File: src/inc/itimer_pkg.sv
// package of constants and types for the interval timer channel
package itimer_pkg;
  // register indices on the plain register port
  localparam logic [3:0] ADDR_MASK = 4'h0; // intr_mask_low_1
  localparam logic [3:0] ADDR_REQ = 4'h1; // intr_request_low_1
  localparam logic [3:0] ADDR_PRIO_HI = 4'h2; // intr_priority_hi_bit_low_1
  localparam logic [3:0] ADDR_PRIO_LO = 4'h3; // intr_priority_lo_bit_low_1
  localparam logic [3:0] ADDR_MODE = 4'h4; // channel0_mode
  localparam logic [3:0] ADDR_DATA = 4'h5; // channel0_interval_data
  localparam logic [3:0] ADDR_OUT = 4'h6; // timer_output_levels
  localparam logic [3:0] ADDR_OUTEN = 4'h7; // timer_output_enables
  localparam logic [3:0] ADDR_START = 4'h8; // start trigger / enabled status
  localparam logic [3:0] ADDR_STOP = 4'h9; // stop trigger
  localparam logic [3:0] ADDR_PRESC = 4'ha; // prescaler selects
  localparam logic [3:0] ADDR_ISTAT = 4'hb; // sticky event status
  localparam logic [3:0] ADDR_IMASK = 4'hc; // event mask

  // field positions
  localparam int IRQ_BIT = 4; // chan0 bit in the 8-bit irq registers
  localparam int CKS_LSB = 14;
  localparam int CCS_BIT = 12;
  localparam int STS_LSB = 8;
  localparam int MD_LSB = 1;
  localparam int MD0_BIT = 0;
  localparam int CH0_BIT = 0;
  localparam int CH1_BIT = 1;
  localparam int CH3_BIT = 3;
  localparam int PRESC_W = 4;

  // reset values
  localparam logic [15:0] MODE_RST = 16'h0000;
  localparam logic [15:0] DATA_RST = 16'h0000;
  localparam logic [7:0] MASK_RST = 8'hff;
  localparam logic [7:0] BYTE_RST = 8'h00;
  localparam logic [15:0] WORD_RST = 16'h0000;

  // operation modes
  localparam logic [2:0] MD_INTERVAL = 3'h0;
  localparam logic [2:0] MD_CAPTURE = 3'h2;
  localparam logic [2:0] MD_EVENT = 3'h3;
  localparam logic [2:0] MD_ONECOUNT = 3'h4;
  localparam logic [2:0] MD_CAP_ONE = 3'h6;

  // start trigger sources
  localparam logic [2:0] STS_SOFT = 3'h0;
  localparam logic [2:0] STS_EDGE = 3'h1;
  localparam logic [2:0] STS_BOTH = 3'h2;
  localparam logic [2:0] STS_MASTER = 3'h4;

  // operation clock select codes
  localparam logic [1:0] CKS_CK0 = 2'h0;
  localparam logic [1:0] CKS_CK2 = 2'h1;
  localparam logic [1:0] CKS_CK1 = 2'h2;
  localparam logic [1:0] CKS_CK3 = 2'h3;

  // timing: example interval from the setup
  localparam int SYS_CLK_MHZ = 100;
  localparam int EXAMPLE_PERIOD_US = 200;
  localparam int EXAMPLE_CYCLES = EXAMPLE_PERIOD_US * SYS_CLK_MHZ;

  typedef enum logic [2:0] {
    ST_IDLE = 3'b001,
    ST_WAIT = 3'b010,
    ST_RUN = 3'b100
  } chan_state_e;

  typedef struct packed {
    logic [3:0] addr;
    logic [15:0] wdata;
    logic wr;
    logic rd;
  } reg_req_s;

  // mode register fields unpacked
  typedef struct packed {
    logic [1:0] cks;
    logic ccs;
    logic [2:0] sts;
    logic [2:0] md;
    logic md0;
  } mode_fields_s;

  function automatic mode_fields_s unpack_mode(input logic [15:0] m);
    mode_fields_s f;
    f.cks = m[CKS_LSB +: 2];
    f.ccs = m[CCS_BIT];
    f.sts = m[STS_LSB +: 3];
    f.md = m[MD_LSB +: 3];
    f.md0 = m[MD0_BIT];
    return f;
  endfunction
endpackage

File: src/design/interval_timer_channel.sv
// channel 0 interval timer with register port, interrupt and event out
//----------------------------------------------------------------------
// Summary of operation
// RL1 - writing 1 to channel 0 stop bit halts counting; 0 does nothing
// RL2 - channel 1/3 stop bit in 8-bit mode stops only the lower timer
// RL3 - mask bit 0 lets the request through, 1 blocks it
// RL4 - request flag reads 1 while pending; software writes 0 to clear
// RL5 - two priority bits give levels 0 (highest) to 3 (lowest)
// RL6 - clock select 00/01/10/11 picks prescaled clock 0/2/1/3
// RL7 - software never picks prescaled clocks 2 or 3 for channel 0
// RL8 - count select 0 counts operation clock, 1 counts input pin edges
// RL9 - start source: software, input edge, both edges, or master irq
// RL10 - mode field picks interval, capture, event, one-count modes
// RL11 - interval/capture: bit 0 set gives irq and toggle at start
// RL12 - one-count: bit 0 set accepts restart during count, with irq
// RL13 - software keeps bit 0 clear in event and capture-one-count
// RL14 - data value plus one count clocks make one period
// RL15 - output value bit sets the timer output level
// RL16 - enable 0: software owns output bit; enable 1: timer owns it
// RL17 - writing start bit sets enabled status and enables counting
// RL18 - interval down counter reloads at zero, flags irq and event
//----------------------------------------------------------------------
`timescale 1ns/1ps
module interval_timer_channel #(
  parameter int CNT_W = 16 // counter width
) (
  input wire logic core_clk_i, // system clock
  input wire logic rst_n_i, // async reset, active low
  input wire logic [3:0] addr_i, // register index
  input wire logic [15:0] wdata_i, // write data
  input wire logic wr_i, // write strobe
  input wire logic rd_i, // read strobe
  input wire logic timer_input_pin_i, // external timer input pin
  input wire logic master_irq_i, // master channel interrupt, same clock
  output logic [15:0] rdata_o, // read data, one cycle later
  output logic chan0_output_value_o, // timer output pin level
  output logic count_end_o, // count-end event pulse to event link
  output logic irq_req_o, // unmasked interrupt request
  output logic [1:0] irq_level_o, // priority level of request
  output logic irq_o, // sticky status interrupt
  output logic chan1_low_stop_o, // lower 8-bit stop pulse, channel 1
  output logic chan3_low_stop_o // lower 8-bit stop pulse, channel 3
);
  import itimer_pkg::*;

  //--------------------------------------------------------------------
  // registers
  //--------------------------------------------------------------------
  logic [7:0] mask_q, req_q, prio_hi_q, prio_lo_q;
  logic [15:0] mode_q, data_q, out_q, outen_q, presc_q;
  logic [1:0] istat_q, imask_q;
  logic [CNT_W-1:0] cnt_q, cnt_d;
  logic [15:0] rdata_q;
  logic [PRESC_W-1:0] div_q;
  logic pin_s1_q, pin_s2_q, pin_s3_q;
  logic enabled_q;
  logic count_end_q, irq_req_q, irq_q, st1_q, st3_q;
  logic [1:0] irq_level_q;
  chan_state_e state_q, state_d;

  reg_req_s req;
  mode_fields_s f;
  assign req = '{addr: addr_i, wdata: wdata_i, wr: wr_i, rd: rd_i};
  assign f = unpack_mode(mode_q);

  //--------------------------------------------------------------------
  // write decode
  //--------------------------------------------------------------------
  wire wr_start = req.wr && req.addr == ADDR_START;
  wire wr_stop = req.wr && req.addr == ADDR_STOP;
  wire start_trig = wr_start && req.wdata[CH0_BIT]; // RL17
  wire stop_trig = wr_stop && req.wdata[CH0_BIT]; // RL1
  wire rd_istat = req.rd && req.addr == ADDR_ISTAT;

  //--------------------------------------------------------------------
  // prescaled clocks: enables from a free divider, 4 taps per presc
  //--------------------------------------------------------------------
  wire [PRESC_W-1:0] div_next = div_q + 1'b1;
  function automatic logic tap(input logic [PRESC_W-1:0] d,
                               input logic [PRESC_W-1:0] nd,
                               input logic [3:0] sel);
    // pulse when bit sel-1 of divider wraps, whole divider for sel above 4; sel 0 means every cycle
    if (sel == 4'h0)
      return 1'b1;
    return d[sel[1:0]-2'd1] && !nd[sel[1:0]-2'd1] && sel <= 4'h4 ?
           1'b1 : (sel > 4'h4 && nd == '0);
  endfunction
  wire ck0 = tap(div_q, div_next, presc_q[3:0]);
  wire ck1 = tap(div_q, div_next, presc_q[7:4]);
  wire ck2 = tap(div_q, div_next, presc_q[11:8]);
  wire ck3 = tap(div_q, div_next, presc_q[15:12]);

  // operation clock select; codes 01/11 reserved for channels 1 and 3
  wire op_tick = (f.cks == CKS_CK0) ? ck0 : // RL6
                 (f.cks == CKS_CK2) ? ck2 : // RL7
                 (f.cks == CKS_CK1) ? ck1 : ck3; // RL6

  //--------------------------------------------------------------------
  // input pin sync and edges, sampled on operation clock
  //--------------------------------------------------------------------
  wire pin_rise = pin_s2_q && !pin_s3_q;
  wire pin_fall = !pin_s2_q && pin_s3_q;
  wire pin_edge_valid = pin_rise; // valid edge taken as rising
  wire count_tick = f.ccs ? pin_edge_valid : op_tick; // RL8

  // start trigger source select
  wire hw_trig = (f.sts == STS_EDGE) ? pin_edge_valid : // RL9
                 (f.sts == STS_BOTH) ? (pin_rise || pin_fall) : // RL9
                 (f.sts == STS_MASTER) ? master_irq_i : 1'b0; // RL9

  //--------------------------------------------------------------------
  // channel sequencer
  //--------------------------------------------------------------------
  wire md_int_cap = f.md == MD_INTERVAL || f.md == MD_CAPTURE;
  wire md_one = f.md == MD_ONECOUNT || f.md == MD_CAP_ONE;
  wire md_up = f.md == MD_CAPTURE || f.md == MD_CAP_ONE; // RL10
  wire soft_only = f.sts == STS_SOFT;
  wire go_now = state_q == ST_WAIT && (soft_only || hw_trig);
  wire restart = state_q == ST_RUN && md_one && hw_trig &&
                 f.md == MD_ONECOUNT && f.md0; // RL12
  wire at_zero = cnt_q == '0;
  wire run_tick = state_q == ST_RUN && count_tick;
  wire down_end = run_tick && !md_up && at_zero; // RL18
  wire up_wrap = run_tick && md_up && (&cnt_q);
  wire start_evt = go_now && md_int_cap && f.md0; // RL11
  wire cap_evt = state_q == ST_RUN && md_up && hw_trig;
  wire tick_evt = down_end || up_wrap || start_evt || restart || cap_evt;

  // next state
  always_comb begin
    state_d = state_q;
    unique case (state_q)
      ST_IDLE: if (start_trig) state_d = ST_WAIT; // RL17
      ST_WAIT: if (go_now) state_d = ST_RUN;
      ST_RUN: begin
        if (down_end && md_one)
          state_d = ST_WAIT; // one-count waits for next trigger
      end
      default: state_d = ST_IDLE;
    endcase
    if (stop_trig) // RL1
      state_d = ST_IDLE;
  end

  // counter next value
  always_comb begin
    cnt_d = cnt_q;
    if (go_now || restart)
      cnt_d = md_up ? '0 : data_q[CNT_W-1:0]; // RL18
    else if (cap_evt)
      cnt_d = '0;
    else if (down_end)
      cnt_d = data_q[CNT_W-1:0]; // RL14
    else if (run_tick)
      cnt_d = md_up ? cnt_q + 1'b1 : cnt_q - 1'b1; // RL10
  end

  //--------------------------------------------------------------------
  // timer output control
  //--------------------------------------------------------------------
  wire out_toggle = outen_q[CH0_BIT] && tick_evt && !cap_evt; // RL16
  wire out_sw_wr = req.wr && req.addr == ADDR_OUT;
  wire [15:0] out_d = {out_sw_wr ? {req.wdata[15:1] & 15'h0007} :
                       out_q[15:1],
                       out_toggle ? !out_q[CH0_BIT] :
                       (out_sw_wr && !outen_q[CH0_BIT]) ? // RL16
                       req.wdata[CH0_BIT] : out_q[CH0_BIT]};

  //--------------------------------------------------------------------
  // interrupt request flag: set wins over software clear
  //--------------------------------------------------------------------
  wire req_wr = req.wr && req.addr == ADDR_REQ;
  wire [7:0] req_d = (req_wr ? req.wdata[7:0] : req_q) |
                     ({7'h00, tick_evt} << IRQ_BIT); // RL4
  wire [1:0] ev_vec = {stop_trig, tick_evt};
  wire [1:0] istat_d = (rd_istat ? 2'b00 : istat_q) | ev_vec;

  //--------------------------------------------------------------------
  // read mux
  //--------------------------------------------------------------------
  wire [15:0] rd_mux =
    (req.addr == ADDR_MASK) ? {8'h00, mask_q} :
    (req.addr == ADDR_REQ) ? {8'h00, req_q} : // RL4
    (req.addr == ADDR_PRIO_HI) ? {8'h00, prio_hi_q} :
    (req.addr == ADDR_PRIO_LO) ? {8'h00, prio_lo_q} :
    (req.addr == ADDR_MODE) ? mode_q :
    (req.addr == ADDR_DATA) ? data_q :
    (req.addr == ADDR_OUT) ? out_q : // RL15
    (req.addr == ADDR_OUTEN) ? outen_q :
    (req.addr == ADDR_START) ? {15'h0000, enabled_q} : // RL17
    (req.addr == ADDR_PRESC) ? presc_q :
    (req.addr == ADDR_ISTAT) ? {14'h0000, istat_q} :
    (req.addr == ADDR_IMASK) ? {14'h0000, imask_q} : 16'h0000;

  //--------------------------------------------------------------------
  // software registers
  //--------------------------------------------------------------------
  always_ff @(posedge core_clk_i or negedge rst_n_i) begin
    if (!rst_n_i) begin
      mask_q <= MASK_RST;
      prio_hi_q <= MASK_RST;
      prio_lo_q <= MASK_RST;
      mode_q <= MODE_RST;
      data_q <= DATA_RST;
      outen_q <= WORD_RST;
      presc_q <= WORD_RST;
      imask_q <= 2'h0;
    end else if (req.wr) begin
      if (req.addr == ADDR_MASK) mask_q <= req.wdata[7:0]; // RL3
      if (req.addr == ADDR_PRIO_HI) prio_hi_q <= req.wdata[7:0]; // RL5
      if (req.addr == ADDR_PRIO_LO) prio_lo_q <= req.wdata[7:0]; // RL5
      if (req.addr == ADDR_MODE) mode_q <= req.wdata;
      if (req.addr == ADDR_DATA) data_q <= req.wdata; // RL14
      if (req.addr == ADDR_OUTEN) outen_q <= req.wdata & 16'h000f;
      if (req.addr == ADDR_PRESC) presc_q <= req.wdata;
      if (req.addr == ADDR_IMASK) imask_q <= req.wdata[1:0];
    end
  end

  // timer state, flags and outputs
  always_ff @(posedge core_clk_i or negedge rst_n_i) begin
    if (!rst_n_i) begin
      state_q <= ST_IDLE;
      cnt_q <= '0;
      enabled_q <= 1'b0;
      out_q <= WORD_RST;
      req_q <= BYTE_RST;
      istat_q <= 2'h0;
      div_q <= '0;
      {pin_s1_q, pin_s2_q, pin_s3_q} <= 3'b000;
      rdata_q <= WORD_RST;
      {count_end_q, irq_req_q, irq_q, st1_q, st3_q} <= 5'h00;
      irq_level_q <= 2'h3;
    end else begin
      state_q <= state_d;
      cnt_q <= cnt_d;
      enabled_q <= state_d != ST_IDLE; // RL17
      out_q <= out_d; // RL15
      req_q <= req_d;
      istat_q <= istat_d;
      div_q <= div_next;
      pin_s1_q <= timer_input_pin_i;
      pin_s2_q <= pin_s1_q;
      if (op_tick) pin_s3_q <= pin_s2_q;
      rdata_q <= req.rd ? rd_mux : 16'h0000;
      count_end_q <= down_end; // RL18
      irq_req_q <= req_d[IRQ_BIT] && !mask_q[IRQ_BIT]; // RL3
      irq_level_q <= {prio_hi_q[IRQ_BIT], prio_lo_q[IRQ_BIT]}; // RL5
      irq_q <= |(istat_d & imask_q);
      st1_q <= wr_stop && req.wdata[CH1_BIT]; // RL2
      st3_q <= wr_stop && req.wdata[CH3_BIT]; // RL2
    end
  end

  assign rdata_o = rdata_q;
  assign chan0_output_value_o = out_q[CH0_BIT];
  assign count_end_o = count_end_q;
  assign irq_req_o = irq_req_q;
  assign irq_level_o = irq_level_q;
  assign irq_o = irq_q;
  assign chan1_low_stop_o = st1_q;
  assign chan3_low_stop_o = st3_q;
endmodule // interval_timer_channel

File: config.mk
export PLATFORM = sky130hd
export DESIGN_NAME = interval_timer_channel
export DESIGN_NICKNAME = d
export VERILOG_FILES = /design/src/inc/itimer_pkg.sv /design/src/design/interval_timer_channel.sv
export SDC_FILE = /design/constraint.sdc
export NUM_CORES = 1
export LEC_CHECK = 0
export ABC_AREA = 1
export BUFFER_PORTS_ARGS = -buffer_cell sky130_fd_sc_hd__buf_2
export CAP_MARGIN = 30
export CELL_PAD_IN_SITES_DETAIL_PLACEMENT = 2
export CELL_PAD_IN_SITES_GLOBAL_PLACEMENT = 2
export CORE_MARGIN = 4
export CORE_UTILIZATION = 33
export DETAILED_ROUTE_END_ITERATION = 10
export PLACE_DENSITY = 0.74
export SYNTH_ARGS = -nofsm -noshare
export SYNTH_HDL_FRONTEND = slang
export SYNTH_SLANG_ARGS = --single-unit
File: constraint.sdc
create_clock -name core_clk_i -period 2.2 [get_ports core_clk_i]
set_input_delay 0.44 -clock core_clk_i [delete_from_list [all_inputs] [get_ports core_clk_i]]
set_output_delay 0.44 -clock core_clk_i [all_outputs]
set_load 0.01 [all_outputs]
# [Yosys cells after proc, flatten, opt, wreduce, memory -nomap -nowiden]
# Index checks and enable logic that the tools add are counted.
[totals] latch_bits=0 mem_bits_ro=0 reg_bits=142 n_memories=0 mem_bits_rw=0 in_bits=26 word_cells=224 output_inout_bits=24
[op_classes] add_sub_neg=7 mux=67 bitwise=3 div=0 mul=0 magnitude_cmp=12 n_reduce_logical=85 shifts=0 eq_ne=24
[op_table] cell="$mux 16" count=17
[op_table] cell="$logic_and 1x1->1" count=42
[op_table] cell="$mux 1" count=33
[op_table] cell="$logic_not 4->1" count=6
[op_table] cell="$eq 4x4->1 const B" count=5
[op_table] cell="$add 16x1->16 const B" count=1
[op_table] cell="$bmux 1 s2" count=8
[op_table] cell="$eq 4x3->1 const B" count=4
[op_table] cell="$gt 4x3->1 const B" count=4
[op_table] cell="$le 4x3->1 const B" count=4
[op_table] cell="$logic_not 16->1" count=1
[op_table] cell="$reduce_and 16->1" count=1
[op_table] cell="$reduce_and 2->1" count=8
[op_table] cell="$sub 16x1->16 const B" count=1
[op_table] cell="$eq 3x3->1 const B" count=4
[op_table] cell="$lt 2x3->1 const B" count=4
[op_table] cell="$mux 3" count=4
[op_table] cell="$logic_not 1->1" count=11
[op_table] cell="$logic_or 1x1->1" count=10
[op_table] cell="$eq 3x2->1 const B" count=3
[op_table] cell="$pmux 3 s3" count=1
[op_table] cell="$eq 4x2->1 const B" count=2
[op_table] cell="$mux 8" count=1
[op_table] cell="$or 8x5->8" count=1
[op_table] cell="other kinds (15)" count=22

# [Longest topological paths before layout]
# Gate-level depths: netlist of run 1.
[depth] depth_word=22 mapped_depth=17 ltp_nobuf=17

# [Worst setup path after synthesis of run 1]
# No wires, ideal clock.
[synth_path] kind="register to register" startpoint="reg mode_q[1]" endpoint="reg cnt_q[10]" arrival_time_ns=2.274 path_slack_ns=-0.196 period_less_slack_ns=2.396 stages_incl_launch_ff=17 path_cell_list="dfrtp_1 -> nor2_2 -> inv_2 -> ha_1 -> nand3_1 -> nand3_1 -> nand2_1 -> nand3_1 -> nand2_1 -> o21ai_0 -> nand2_1 -> nand2_1 -> nand2_1 -> nand2_1 -> nand2_1 -> nand3_1 -> a21oi_1"
[synth_between] elab_chain_cells=8 elab_cells_between_ends=22
[synth_rtl] item="from (decl)" line_no="interval_timer_channel.sv:50" text="logic [15:0] mode_q, data_q, out_q, outen_q, presc_q;"
[synth_rtl] item="from (signal assigned)" line_no="interval_timer_channel.sv:212" text="if (req.addr == ADDR_MODE) mode_q <= req.wdata;"
[synth_rtl] item="$eq 3x2->1 (tied with other cells)" line_no="interval_timer_channel.sv:116" text="wire md_up = f.md == MD_CAPTURE || f.md == MD_CAP_ONE;"
[synth_rtl] item="$logic_or 1x1->1, on equally long branches" line_no="interval_timer_channel.sv:116, interval_timer_channel.sv:115"
[synth_rtl] item="$logic_not 1->1 / $logic_and 1x1->1 (equally long branches)" line_no="interval_timer_channel.sv:123, interval_timer_channel.sv:119"
[synth_rtl] item="$logic_and 1x1->1, on equally long branches (2 in series)" line_no="interval_timer_channel.sv:123, interval_timer_channel.sv:119"
[synth_rtl] item="$mux 16 / $logic_and 1x1->1 (equally long branches)" line_no="interval_timer_channel.sv:152, interval_timer_channel.sv:120"
[synth_rtl] item="$mux 16 / $logic_or 1x1->1 (equally long branches)" line_no="interval_timer_channel.sv:150, interval_timer_channel.sv:148"
[synth_rtl] item="$mux 16 / $reduce_bool 4->1 (equally long branches)"
[synth_rtl] item="to (signal assigned)" line_no="interval_timer_channel.sv:236" text="cnt_q <= cnt_d;"
[synth_rtl] item="to (decl)" line_no="interval_timer_channel.sv:52" text="logic [CNT_W-1:0] cnt_q, cnt_d;"
# Parallel ways exist; a longest one is shown, timed or not. The select of a mux whose other input is x is not followed.
# A chain may end at the register's enable or synchronous reset.

# [Final worst setup path of run 1]
[layout_path] startpoint="reg presc_q[4]" endpoint="reg cnt_q[4]"
[layout_between] elab_chain_cells=18 elab_cells_between_ends=26
[layout_rtl] item="from (decl)" line_no="interval_timer_channel.sv:50"
[layout_rtl] item="from (signal assigned)" line_no="interval_timer_channel.sv:215" text="if (req.addr == ADDR_PRESC) presc_q <= req.wdata;"
[layout_rtl] item="$sub 2x1->2" line_no="interval_timer_channel.sv:85" text="return d[sel[1:0]-2'd1] && !nd[sel[1:0]-2'd1] && sel <= 4'h4 ?"
[layout_rtl] item="$bmux 1 s2" line_no="interval_timer_channel.sv:85"
[layout_rtl] item="$mux 1 (implied by the code)" line_no="interval_timer_channel.sv:85"
[layout_rtl] item="$logic_not 1->1" line_no="interval_timer_channel.sv:85"
[layout_rtl] item="$logic_and 1x1->1 (2 in series)" line_no="interval_timer_channel.sv:85"
[layout_rtl] item="$mux 1" line_no="interval_timer_channel.sv:85"
[layout_rtl] item="$mux 1 *" line_no="interval_timer_channel.sv:85"
[layout_rtl] item="$mux 1 *" line_no="interval_timer_channel.sv:96" text="(f.cks == CKS_CK1) ? ck1 : ck3;"
[layout_rtl] item="$mux 1 *" line_no="interval_timer_channel.sv:95" text="(f.cks == CKS_CK2) ? ck2 :"
[layout_rtl] item="$mux 1 *" line_no="interval_timer_channel.sv:94" text="wire op_tick = (f.cks == CKS_CK0) ? ck0 :"
[layout_rtl] item="$mux 1 *" line_no="interval_timer_channel.sv:104" text="wire count_tick = f.ccs ? pin_edge_valid : op_tick;"
[layout_rtl] item="$logic_and 1x1->1 *" line_no="interval_timer_channel.sv:122" text="wire run_tick = state_q == ST_RUN && count_tick;"
[layout_rtl] item="$logic_and 1x1->1 (2 in series)" line_no="interval_timer_channel.sv:123" text="wire down_end = run_tick && !md_up && at_zero;"
[layout_rtl] item="$mux 16" line_no="interval_timer_channel.sv:152" text="else if (down_end)"
[layout_rtl] item="$mux 16" line_no="interval_timer_channel.sv:150" text="else if (cap_evt)"
[layout_rtl] item="$mux 16" line_no="interval_timer_channel.sv:148" text="if (go_now || restart)"
# Mark *: on every way between the ends. The rest lies on a longest branch, timed or not. The select of a mux whose other input is x is not followed.

==> results of run 1 <==
[cell usage in the layout, fill, tap and decap left out, drive strengths merged, types with 21 or more instances in the layout]
master  synthesis  layout
inv           122     131
nand2         242     242
o21ai         121     121
a21oi          72      72
ha             21      21
nor2           59      59
buf             8     152
nand4          24      24
dfstp          27      27
nand3          53      54
dfrtp         115     115
nor3           25      25
[how the worst min path moves through the flow]
| stage | startpoint | to | slack [ps] | cells past startpoint |
|---|---|---|---|---|
| 2_1_floorplan | rst_n_i | chan1_low_stop_o | 140 | 0 |
| 3_3_place_gp | rst_n_i | div_q[2] | 320 | 1 |
| 3_5_place_dp | rst_n_i | div_q[2] | 320 | 1 |
| 4_1_cts | timer_input_pin_i | pin_s1_q | 110 | 1 |
| 5_1_grt | timer_input_pin_i | pin_s1_q | 90 | 1 |
| 6_report | timer_input_pin_i | pin_s1_q | 110 | 1 |
[timing repair]
item	CTS	global route
setup buffers	7	14
pin swaps	7	32
endpoints found under the hold margin	14	0
setup endpoints to repair	21	23
resized for setup	45	148
cloned	5	3
hold buffers	1	0
[report_power, final]
group / switching (W) / internal (W)
Clock: 0.00153 / 0.00155
Combinational: 0.00318 / 0.00196
Sequential: 0.000428 / 0.00316
[sequential cells by signal, summed over array words and instances (netlist names), 8 cells and up]
name       cells
presc_q       16
mask_q         8
prio_lo_q      8
prio_hi_q      8
rdata_o       16
mode_q        16
req_q          8
data_q        16
cnt_q         16
[cells by family (layout without fill, tap and decap cells)]
family / count (synthesis) / after routing
xor+xnor: 14 / 14
compound gates: 229 / 229
flops: 142 / 142
fa+ha+maj: 22 / 22
simple gates: 411 / 412
buf+inv: 153 / 313
[stage by stage]
stage	util [%]	cells	instance area (µm²)	worst slack, ps
floorplan	-	971	7640	7.47
global placement	38.8	1357	8820	-110
detailed placement	38.8	1357	8820	-233
CTS	43.2	1401	9800	-47.8
global route	46.7	1417	10600	-312
finish	46.7	1417	10600	-197
[layout make-up]
cell class / count / area (µm²)
multi-input combinational: 677 / 4260
inverter: 122 / 480
timing repair inverter: 2 / 15.0
tap: 285 / 357
clock inverter: 15 / 184
fill: 2480 / 12100
timing repair buffer: 157 / 1300
sequential: 142 / 3590
clock buffer: 17 / 425
[worst max-delay path, cell delays in order (launching register included)]
cell     delay [ps]
dfrtp_1         370
inv_1            80
ha_1            230
o21ai_1         280
nand3_2         140
nand2_1         100
inv_1            50
nand2_2          70
nand3_4          90
nand3_4         190
nand3_4         200
buf_6           210
nand2_4          70
nand3_2          80
a21oi_2         150
[layer usage]
| layer | up-vias | GRT usage, % |
|---|---|---|
| li1 | 3533 | - |
| met1 | 4131 | 30.9 |
| met2 | 215 | 41.3 |
| met3 | 80 | 2.99 |
| met4 | 0 | 5.71 |
| met5 | - | 0 |
==> impl_metrics.tcl, run 1 <==
set metrics [dict create \
    relSlewSlack_pct 47.5 \
    ys_seq_area_share_pct 47.0 \
    finalHoldViolations 0 \
    syn_avg_cell_area_um2 7.87 \
    status "complete, but fails checks" \
    ir_worst_vdd_v 0.000532 \
    grt_max_degree 50 \
    critPathKind "reg2reg" \
    die_y_um 160 \
    antenna_found_initial 0 \
    synth_area_leaders "dfrtp_1 38%, nand2_1 12%, dfstp_2 9.3%" \
    fin_crit_ps 2400 \
    worstSkewPairLatency_ps 450 \
    clockBufferDepth 2 \
    critPathRequiredTime_ps 2580 \
    wl_met1_um 15200 \
    first_pass_iters 5 \
    setup_ws_ps -197 \
    yosys.area.top_type "dfrtp_1" \
    fin_nets 1167 \
    routed_via_density 5.62 \
    reg2reg_from "presc_q[4]" \
    drive_above_1_share_pct 33.7 \
    dp_hpwl_um 20300 \
    slew_violations 0 \
    drtIter0Drc 435 \
    ys_ff_latch 142 \
    io_buffers 49 \
    antenna_left 0 \
    synth_common_cells "236 x nand2_1, 119 x inv_1, 119 x o21ai_0" \
    grtUsageTotal_pct 23.5 \
    met2WireLength_um 18200 \
    die_w_um 160 \
    antenna_cells 0 \
    finalSetupViolations 23 \
    grt_pass1_vias 8448 \
    path_clk_slew_ps 70 \
    cts_buffers 17 \
    num_rows 55 \
    drcViolationCount 0 \
    highest_layer "met4" \
    muxShareOfSynthArea_pct 0 \
    synth_adder_area_share_pct 3.70 \
    synth_top_family_by_area "simple AND/OR/NAND/NOR gates" \
    clock_skew_ps 17.0 \
    yosys.area_share.simple_pct 23.7 \
    r2r_cells 14 \
    synthToLayoutAreaGrowth_pct 38.9 \
    core_area_um2 22700 \
    cp-start-kind "register" \
    synth_cells 971 \
    htreeDepth 4 \
    r2r_slack_ps -200 \
    io_pins 50 \
    p_leak_nw 5.14 \
    fmax_mhz 417 \
    die_area_um2 25600 \
    synth-xor-area-share_pct 1.61 \
    ys_warn_count 0 \
    synthFlopType "dfrtp_1" \
    grt_pass1_wl_um 47800 \
    power_w 0.0118 \
    routedWlPerCell_um 25.5 \
    hold_ws_ps 105 \
    synth_compound_area_share_pct 16.2 \
    failed_checks "setup timing" \
    synth_nets 1019 \
    crit_start "presc_q[4]" \
    finalSetupTns_ps -3400 \
    vias 7959 \
    cp-endpoint "cnt_q[4]" \
    worst_slew_pin_slew_ps 781 \
    start_util_pct 33.6 \
    critPathArrivalTime_ps 2770 \
    wl_met3_um 1400 \
    root_buffer "clkbuf_16" \
    rsz0062_at_grt "yes" \
    crit_fanout 6 \
    finalCritPeriodShare_pct 109 \
    synth_edf_count 0 \
    cap_violations 0 \
    crit_path_end_kind "register" \
    grt_overflow_total 0 \
    cts.sinks 142 \
    gp_congestion 0.827 \
    cts_tree "done" \
    hp-class "in2reg" \
    p_per_area_nw_per_um2 1110 \
    synth.distinct_cells 41 \
    synth_area_um2 7640 \
    synth_most_common_cell "nand2_1" \
    rr_endpoint "cnt_q[4]" \
    wl_um 36100 \
    ys_async_sr_fraction_pct 100 \
    synth_top_area_share_pct 37.7 \
]
Note: power is estimated with default switching activity, not from simulation.
==> run 2: changes to the inputs <==
--- a/config.mk
+++ b/config.mk
@@ -17,3 +17,4 @@
 export SYNTH_ARGS = -nofsm -noshare
 export SYNTH_HDL_FRONTEND = slang
 export SYNTH_SLANG_ARGS = --single-unit
+export TNS_END_PERCENT = 10
==> run 2 against run 1 <==
Worst hold slack better by 10 ps. Cell count shrank 0.78%. Fmax is 6.6% lower. Critical path depth increased by 1. Utilization down 2.5 points. The flow still finishes with violations (setup timing). Clock power shrank 1%. Clock skew barely moved. Total power decreased by 6.0%. Combinational power shrank 12%. Via count down 4.2%.
==> impl_metrics.tcl, run 2 (synthesized netlist as in run 1, its figures left out) <==
set metrics [dict create \
    drive_above_1_share_pct 26.9 \
    setup_ws_ps -365 \
    reg2reg_from "pin_s3_q" \
    fin_util_pct 44.2 \
    cts_tree "done" \
    path_depth 15 \
    finalSetupViolations 19 \
    critPathKind "reg2reg" \
    min_from "timer_input_pin_i" \
    fin_crit_ps 2570 \
    first_pass_iters 5 \
    hold_depth 1 \
    antenna_cells 0 \
    relSlewSlack_pct 64.4 \
    r2r_cells 15 \
    antenna_found_initial 0 \
    root_buffer "clkbuf_16" \
    synthToLayoutAreaGrowth_pct 31.4 \
    crit_fanout 16 \
    p_leak_nw 4.96 \
    die_area_um2 25600 \
    final_area_um2 10000 \
    grtUsageTotal_pct 22.9 \
    grt_pass1_vias 8365 \
    path_cells "inv_1 > ha_4 > nor2_2 > a21oi_2 > o21ai_2 > nand2_2 > inv_2 > nand3_1 > nand2_2 > nor2_4 > buf_12 > nand2_2 > buf_12 > nor2_1 > a21oi_1" \
    worst_slew_pin_slew_ps 533 \
    clock_skew_ps 17.3 \
    grt_pass1_wl_um 46800 \
    grt_overflow_total 0 \
    dp_cells 1357 \
    highest_layer "met4" \
    antenna_left 0 \
    rr_endpoint "cnt_q[4]" \
    crit_slowest_cell "dfrtp_1" \
    cap_violations 0 \
    min_to "pin_s1_q" \
    fmax_mhz 390 \
    place_area_um2 8820 \
    drtIter0Drc 322 \
    dp_hpwl_um 20300 \
    die_y_um 160 \
    r2r_slack_ps -370 \
    crit_path_max_incr_delay_ps 370 \
    start_util_pct 33.6 \
    die_w_um 160 \
    grt_max_degree 50 \
    critical_path_buf_inv_count 4 \
    hp-class "in2reg" \
    cts_buffers 17 \
    ir_worst_vdd_v 0.000527 \
    hold_ws_ps 115 \
    io_buffers 49 \
    met2WireLength_um 16300 \
    drcViolationCount 0 \
    htreeDepth 4 \
    failed_checks "setup timing" \
    finalCritPeriodShare_pct 117 \
    cp-start-kind "register" \
    wl_um 31400 \
    p_per_area_nw_per_um2 1110 \
    path_clk_slew_ps 80 \
    wl_met1_um 13700 \
    num_rows 55 \
    dp_slack_ps -233 \
    critPathTopFamily "simple AND/OR/NAND/NOR gates" \
    fillers 2559 \
    routed_via_density 5.42 \
    io_pins 50 \
    wl_met3_um 799 \
    clockBufferDepth 2 \
    path_common_cell "nand2_2" \
    slew_violations 0 \
    crit_path_end_kind "register" \
    layout_common_cells "219 x nand2_1, 116 x o21ai_0, 115 x inv_1, 115 x dfrtp_1, 86 x buf_4" \
    cts.sinks 142 \
    routedWlPerCell_um 22.3 \
    fin_nets 1156 \
    rsz0062_at_grt "yes" \
    critPathArrivalTime_ps 2880 \
    critPathRequiredTime_ps 2520 \
    gp_congestion 0.827 \
    worstSkewPairLatency_ps 440 \
    layout_commonest_cell "nand2_1" \
    layout.cells.non_filler 1406 \
    core_area_um2 22700 \
    finalHoldViolations 0 \
    status "complete, but fails checks" \
    vias 7626 \
]
==> run 2: cell types whose count changed in the layout (fill, tap and decap cells not counted), sizes merged <==
cell    change
buf         -8
clkbuf      -3
==> run 2: per-layer routing <==
| layer | up-vias | global-route usage (%) |
|---|---|---|
| met2 | 130 | 40.2 |
| met1 | 3947 | 30.2 |
| met3 | 37 | 2.79 |
| met5 | - | 0 |
| li1 | 3512 | - |
| met4 | 0 | 5.71 |
==> run 2: how the worst max path moves through the flow <==
stage / start / end / slack (ps)
finish: pin_s3_q / cnt_q[4] / -370
global route: pin_s3_q / cnt_q[4] / -420
CTS: div_q[1] / cnt_q[4] / -50
detailed placement: mode_q[2] / cnt_q[13] / -230
global placement: mode_q[2] / cnt_q[13] / -110
floorplan: mode_q[1] / cnt_q[10] / 7
==> run 2: area by class of cell <==
cell class                 count  area (µm²)  share of cell area (%)
tap                          285         357                    3.55
clock inverter                15         184                    1.83
timing repair buffer         146        1110                    11.1
timing repair inverter         2        17.5                   0.174
inverter                     122         470                    4.69
clock buffer                  17         425                    4.24
multi-input combinational    677        3890                    38.7
sequential                   142        3590                    35.7
==> run 2: through the flow <==
step | total power (W) | TNS, ps
after floorplan | 0.00561 | 0
after global routing | 0.0117 | -5520
final | 0.0111 | -2590
after detailed placement | 0.00706 | -2330
after CTS | 0.0103 | -370
after global placement | 0.00687 | -776
==> run 2: power breakdown <==
group | internal [W] | switching, W
clock | 0.00155 | 0.00149
sequential | 0.00316 | 0.000384
combinational | 0.00175 | 0.00276
==> run 2: repair_timing <==
| item | CTS | global route |
|---|---|---|
| endpoints found under the hold margin | 14 | 0 |
| endpoints found under the setup margin | 21 | 23 |
| setup buffers | 4 | 8 |
| cloned | 2 | 2 |
| resized for setup | 32 | 62 |
| pin swaps | 4 | 22 |
| hold buffers | 1 | 0 |
==> run 3: changes to the inputs <==
--- a/config.mk
+++ b/config.mk
@@ -14,6 +14,8 @@
 export CORE_UTILIZATION = 33
 export DETAILED_ROUTE_END_ITERATION = 10
 export PLACE_DENSITY = 0.74
+export SETUP_SLACK_MARGIN = 0.1
+export SKIP_CTS_REPAIR_TIMING = 1
 export SYNTH_ARGS = -nofsm -noshare
 export SYNTH_HDL_FRONTEND = slang
 export SYNTH_SLANG_ARGS = --single-unit
==> run 3 against run 2 <==
Clock-buffer cell count did not move. Sequential power about the same. Register-to-register slack improved by 240 ps. The run still ends with setup timing left. Fmax is 10% higher. First-iteration DRC count down 3.1%. Wire length is 11% lower. Worst hold slack worse by 1.3 ps. Critical path type unchanged. Critical path depth shrank 1. Highest routed layer unchanged. Worst setup slack better by 240 ps.
==> impl_metrics.tcl, run 3 (synthesized netlist as in run 1, its figures left out) <==
set metrics [dict create \
    status "complete, but fails checks" \
    failed_checks "setup timing" \
    htreeDepth 4 \
    critPathKind "reg2reg" \
    layout_commonest_cell "nand2_1" \
    die_w_um 160 \
    critPathArrivalTime_ps 2650 \
    dp_hpwl_um 20200 \
    p_per_area_nw_per_um2 1060 \
    start_util_pct 33.6 \
    fin_crit_ps 2330 \
    grt_overflow_total 0 \
    grt_pass1_vias 7983 \
    drcViolationCount 0 \
    antenna_cells 0 \
    hold_ws_ps 114 \
    crit_path_max_incr_delay_ps 410 \
    io_pins 50 \
    fmax_mhz 430 \
    slew_violations 0 \
    ir_worst_vdd_v 0.000475 \
    drive_above_1_share_pct 22.3 \
    layout_common_cells "228 x nand2_1, 118 x inv_1, 114 x o21ai_0, 113 x dfrtp_1, 72 x buf_4" \
    die_area_um2 25600 \
    die_y_um 160 \
    first_pass_iters 5 \
    vias 7310 \
    routed_via_density 5.28 \
    clockBufferDepth 2 \
    cts.sinks 142 \
    worst_slew_pin_slew_ps 547 \
    hp-class "in2reg" \
    worstSkewPairLatency_ps 440 \
    critPathRequiredTime_ps 2520 \
    finalCritPeriodShare_pct 106 \
    p_leak_nw 4.77 \
    path_cells "nor2_4 > inv_8 > ha_4 > nand3_1 > nand3_1 > nand2_1 > nand3_1 > nand2_2 > buf_4 > o21ai_1 > xor2_1 > nand2_1 > nand3_1 > a21oi_1" \
    wl_um 28000 \
    routedWlPerCell_um 20.2 \
    cp-start-kind "register" \
    clock_skew_ps 9.30 \
    grt_pass1_wl_um 44100 \
    cap_violations 0 \
    antenna_left 0 \
    fillers 2579 \
    critPathTopFamily "simple AND/OR/NAND/NOR gates" \
    grt_max_degree 45 \
    antenna_found_initial 0 \
    finalSetupViolations 18 \
    drtIter0Drc 312 \
    path_clk_slew_ps 70 \
    io_buffers 49 \
    reg2reg_from "mode_q[1]" \
    relSlewSlack_pct 63.4 \
    crit_fanout 16 \
    cts_buffers 17 \
    crit_start "mode_q[1]" \
    synthToLayoutAreaGrowth_pct 25.1 \
    core_area_um2 22700 \
    grtUsageTotal_pct 21.7 \
    num_rows 55 \
    setup_ws_ps -126 \
    crit_path_end_kind "register" \
    gp_congestion 0.808 \
    crit_slowest_cell "dfrtp_1" \
    fin_util_pct 42.1 \
    cts_tree "done" \
    rsz0062_at_grt "yes" \
    fin_nets 1135 \
    finalHoldViolations 0 \
    path_common_cell "nand3_1" \
    critical_path_buf_inv_count 2 \
    power_w 0.0101 \
    root_buffer "clkbuf_16" \
    min_from "timer_input_pin_i" \
]
[run 3: layout make-up]
class                   instances  area (µm²)  area share (%)
well taps                     285         357            3.73
clock buffers                  17         425            4.45
repair buffers                128         910            9.52
inverters                     122         465            4.87
flip-flops and latches        142        3590            37.6
multi-input cells             676        3670            38.4
clock inverters                15         145            1.52
[run 3: routing by layer]
layer / GRT usage (%) / wire (µm) / share of wire (%)
met1: 28.9 / 13000 / 46
met5: 0 / 0 / 0
met2: 37.3 / 14000 / 50
met3: 3.79 / 767 / 2.7
met4: 3.99 / 256 / 0.91
[run 3: path summary, 6_finish.rpt]
check	endpoint	slack (ps)	cells past startpoint
max	cnt_q[14]	-130	14
min	pin_s1_q	110	1
max reg2reg	cnt_q[14]	-130	14
min reg2reg	irq_level_o[0]	380	0
max in group asynchronous	cnt_q[0]	1030	3
min in group asynchronous	div_q[3]	510	2
[run 3: through the flow]
step / cell area (µm²) / cells / TNS, ps / setup WS, ps
detailed placement: 8680 / 1341 / -2090 / -150
floorplan: 7670 / 971 / 0 / 86.7
finish: 9560 / 1385 / -854 / -126
global route: 9560 / 1385 / -4900 / -324
CTS: 9250 / 1373 / -2840 / -178
global placement: 8680 / 1341 / -335 / -85.7
[run 3: report_power, final]
part           internal [W]  switching [W]
logic               0.00145        0.00226
registers           0.00316       0.000367
clock network       0.00151        0.00136
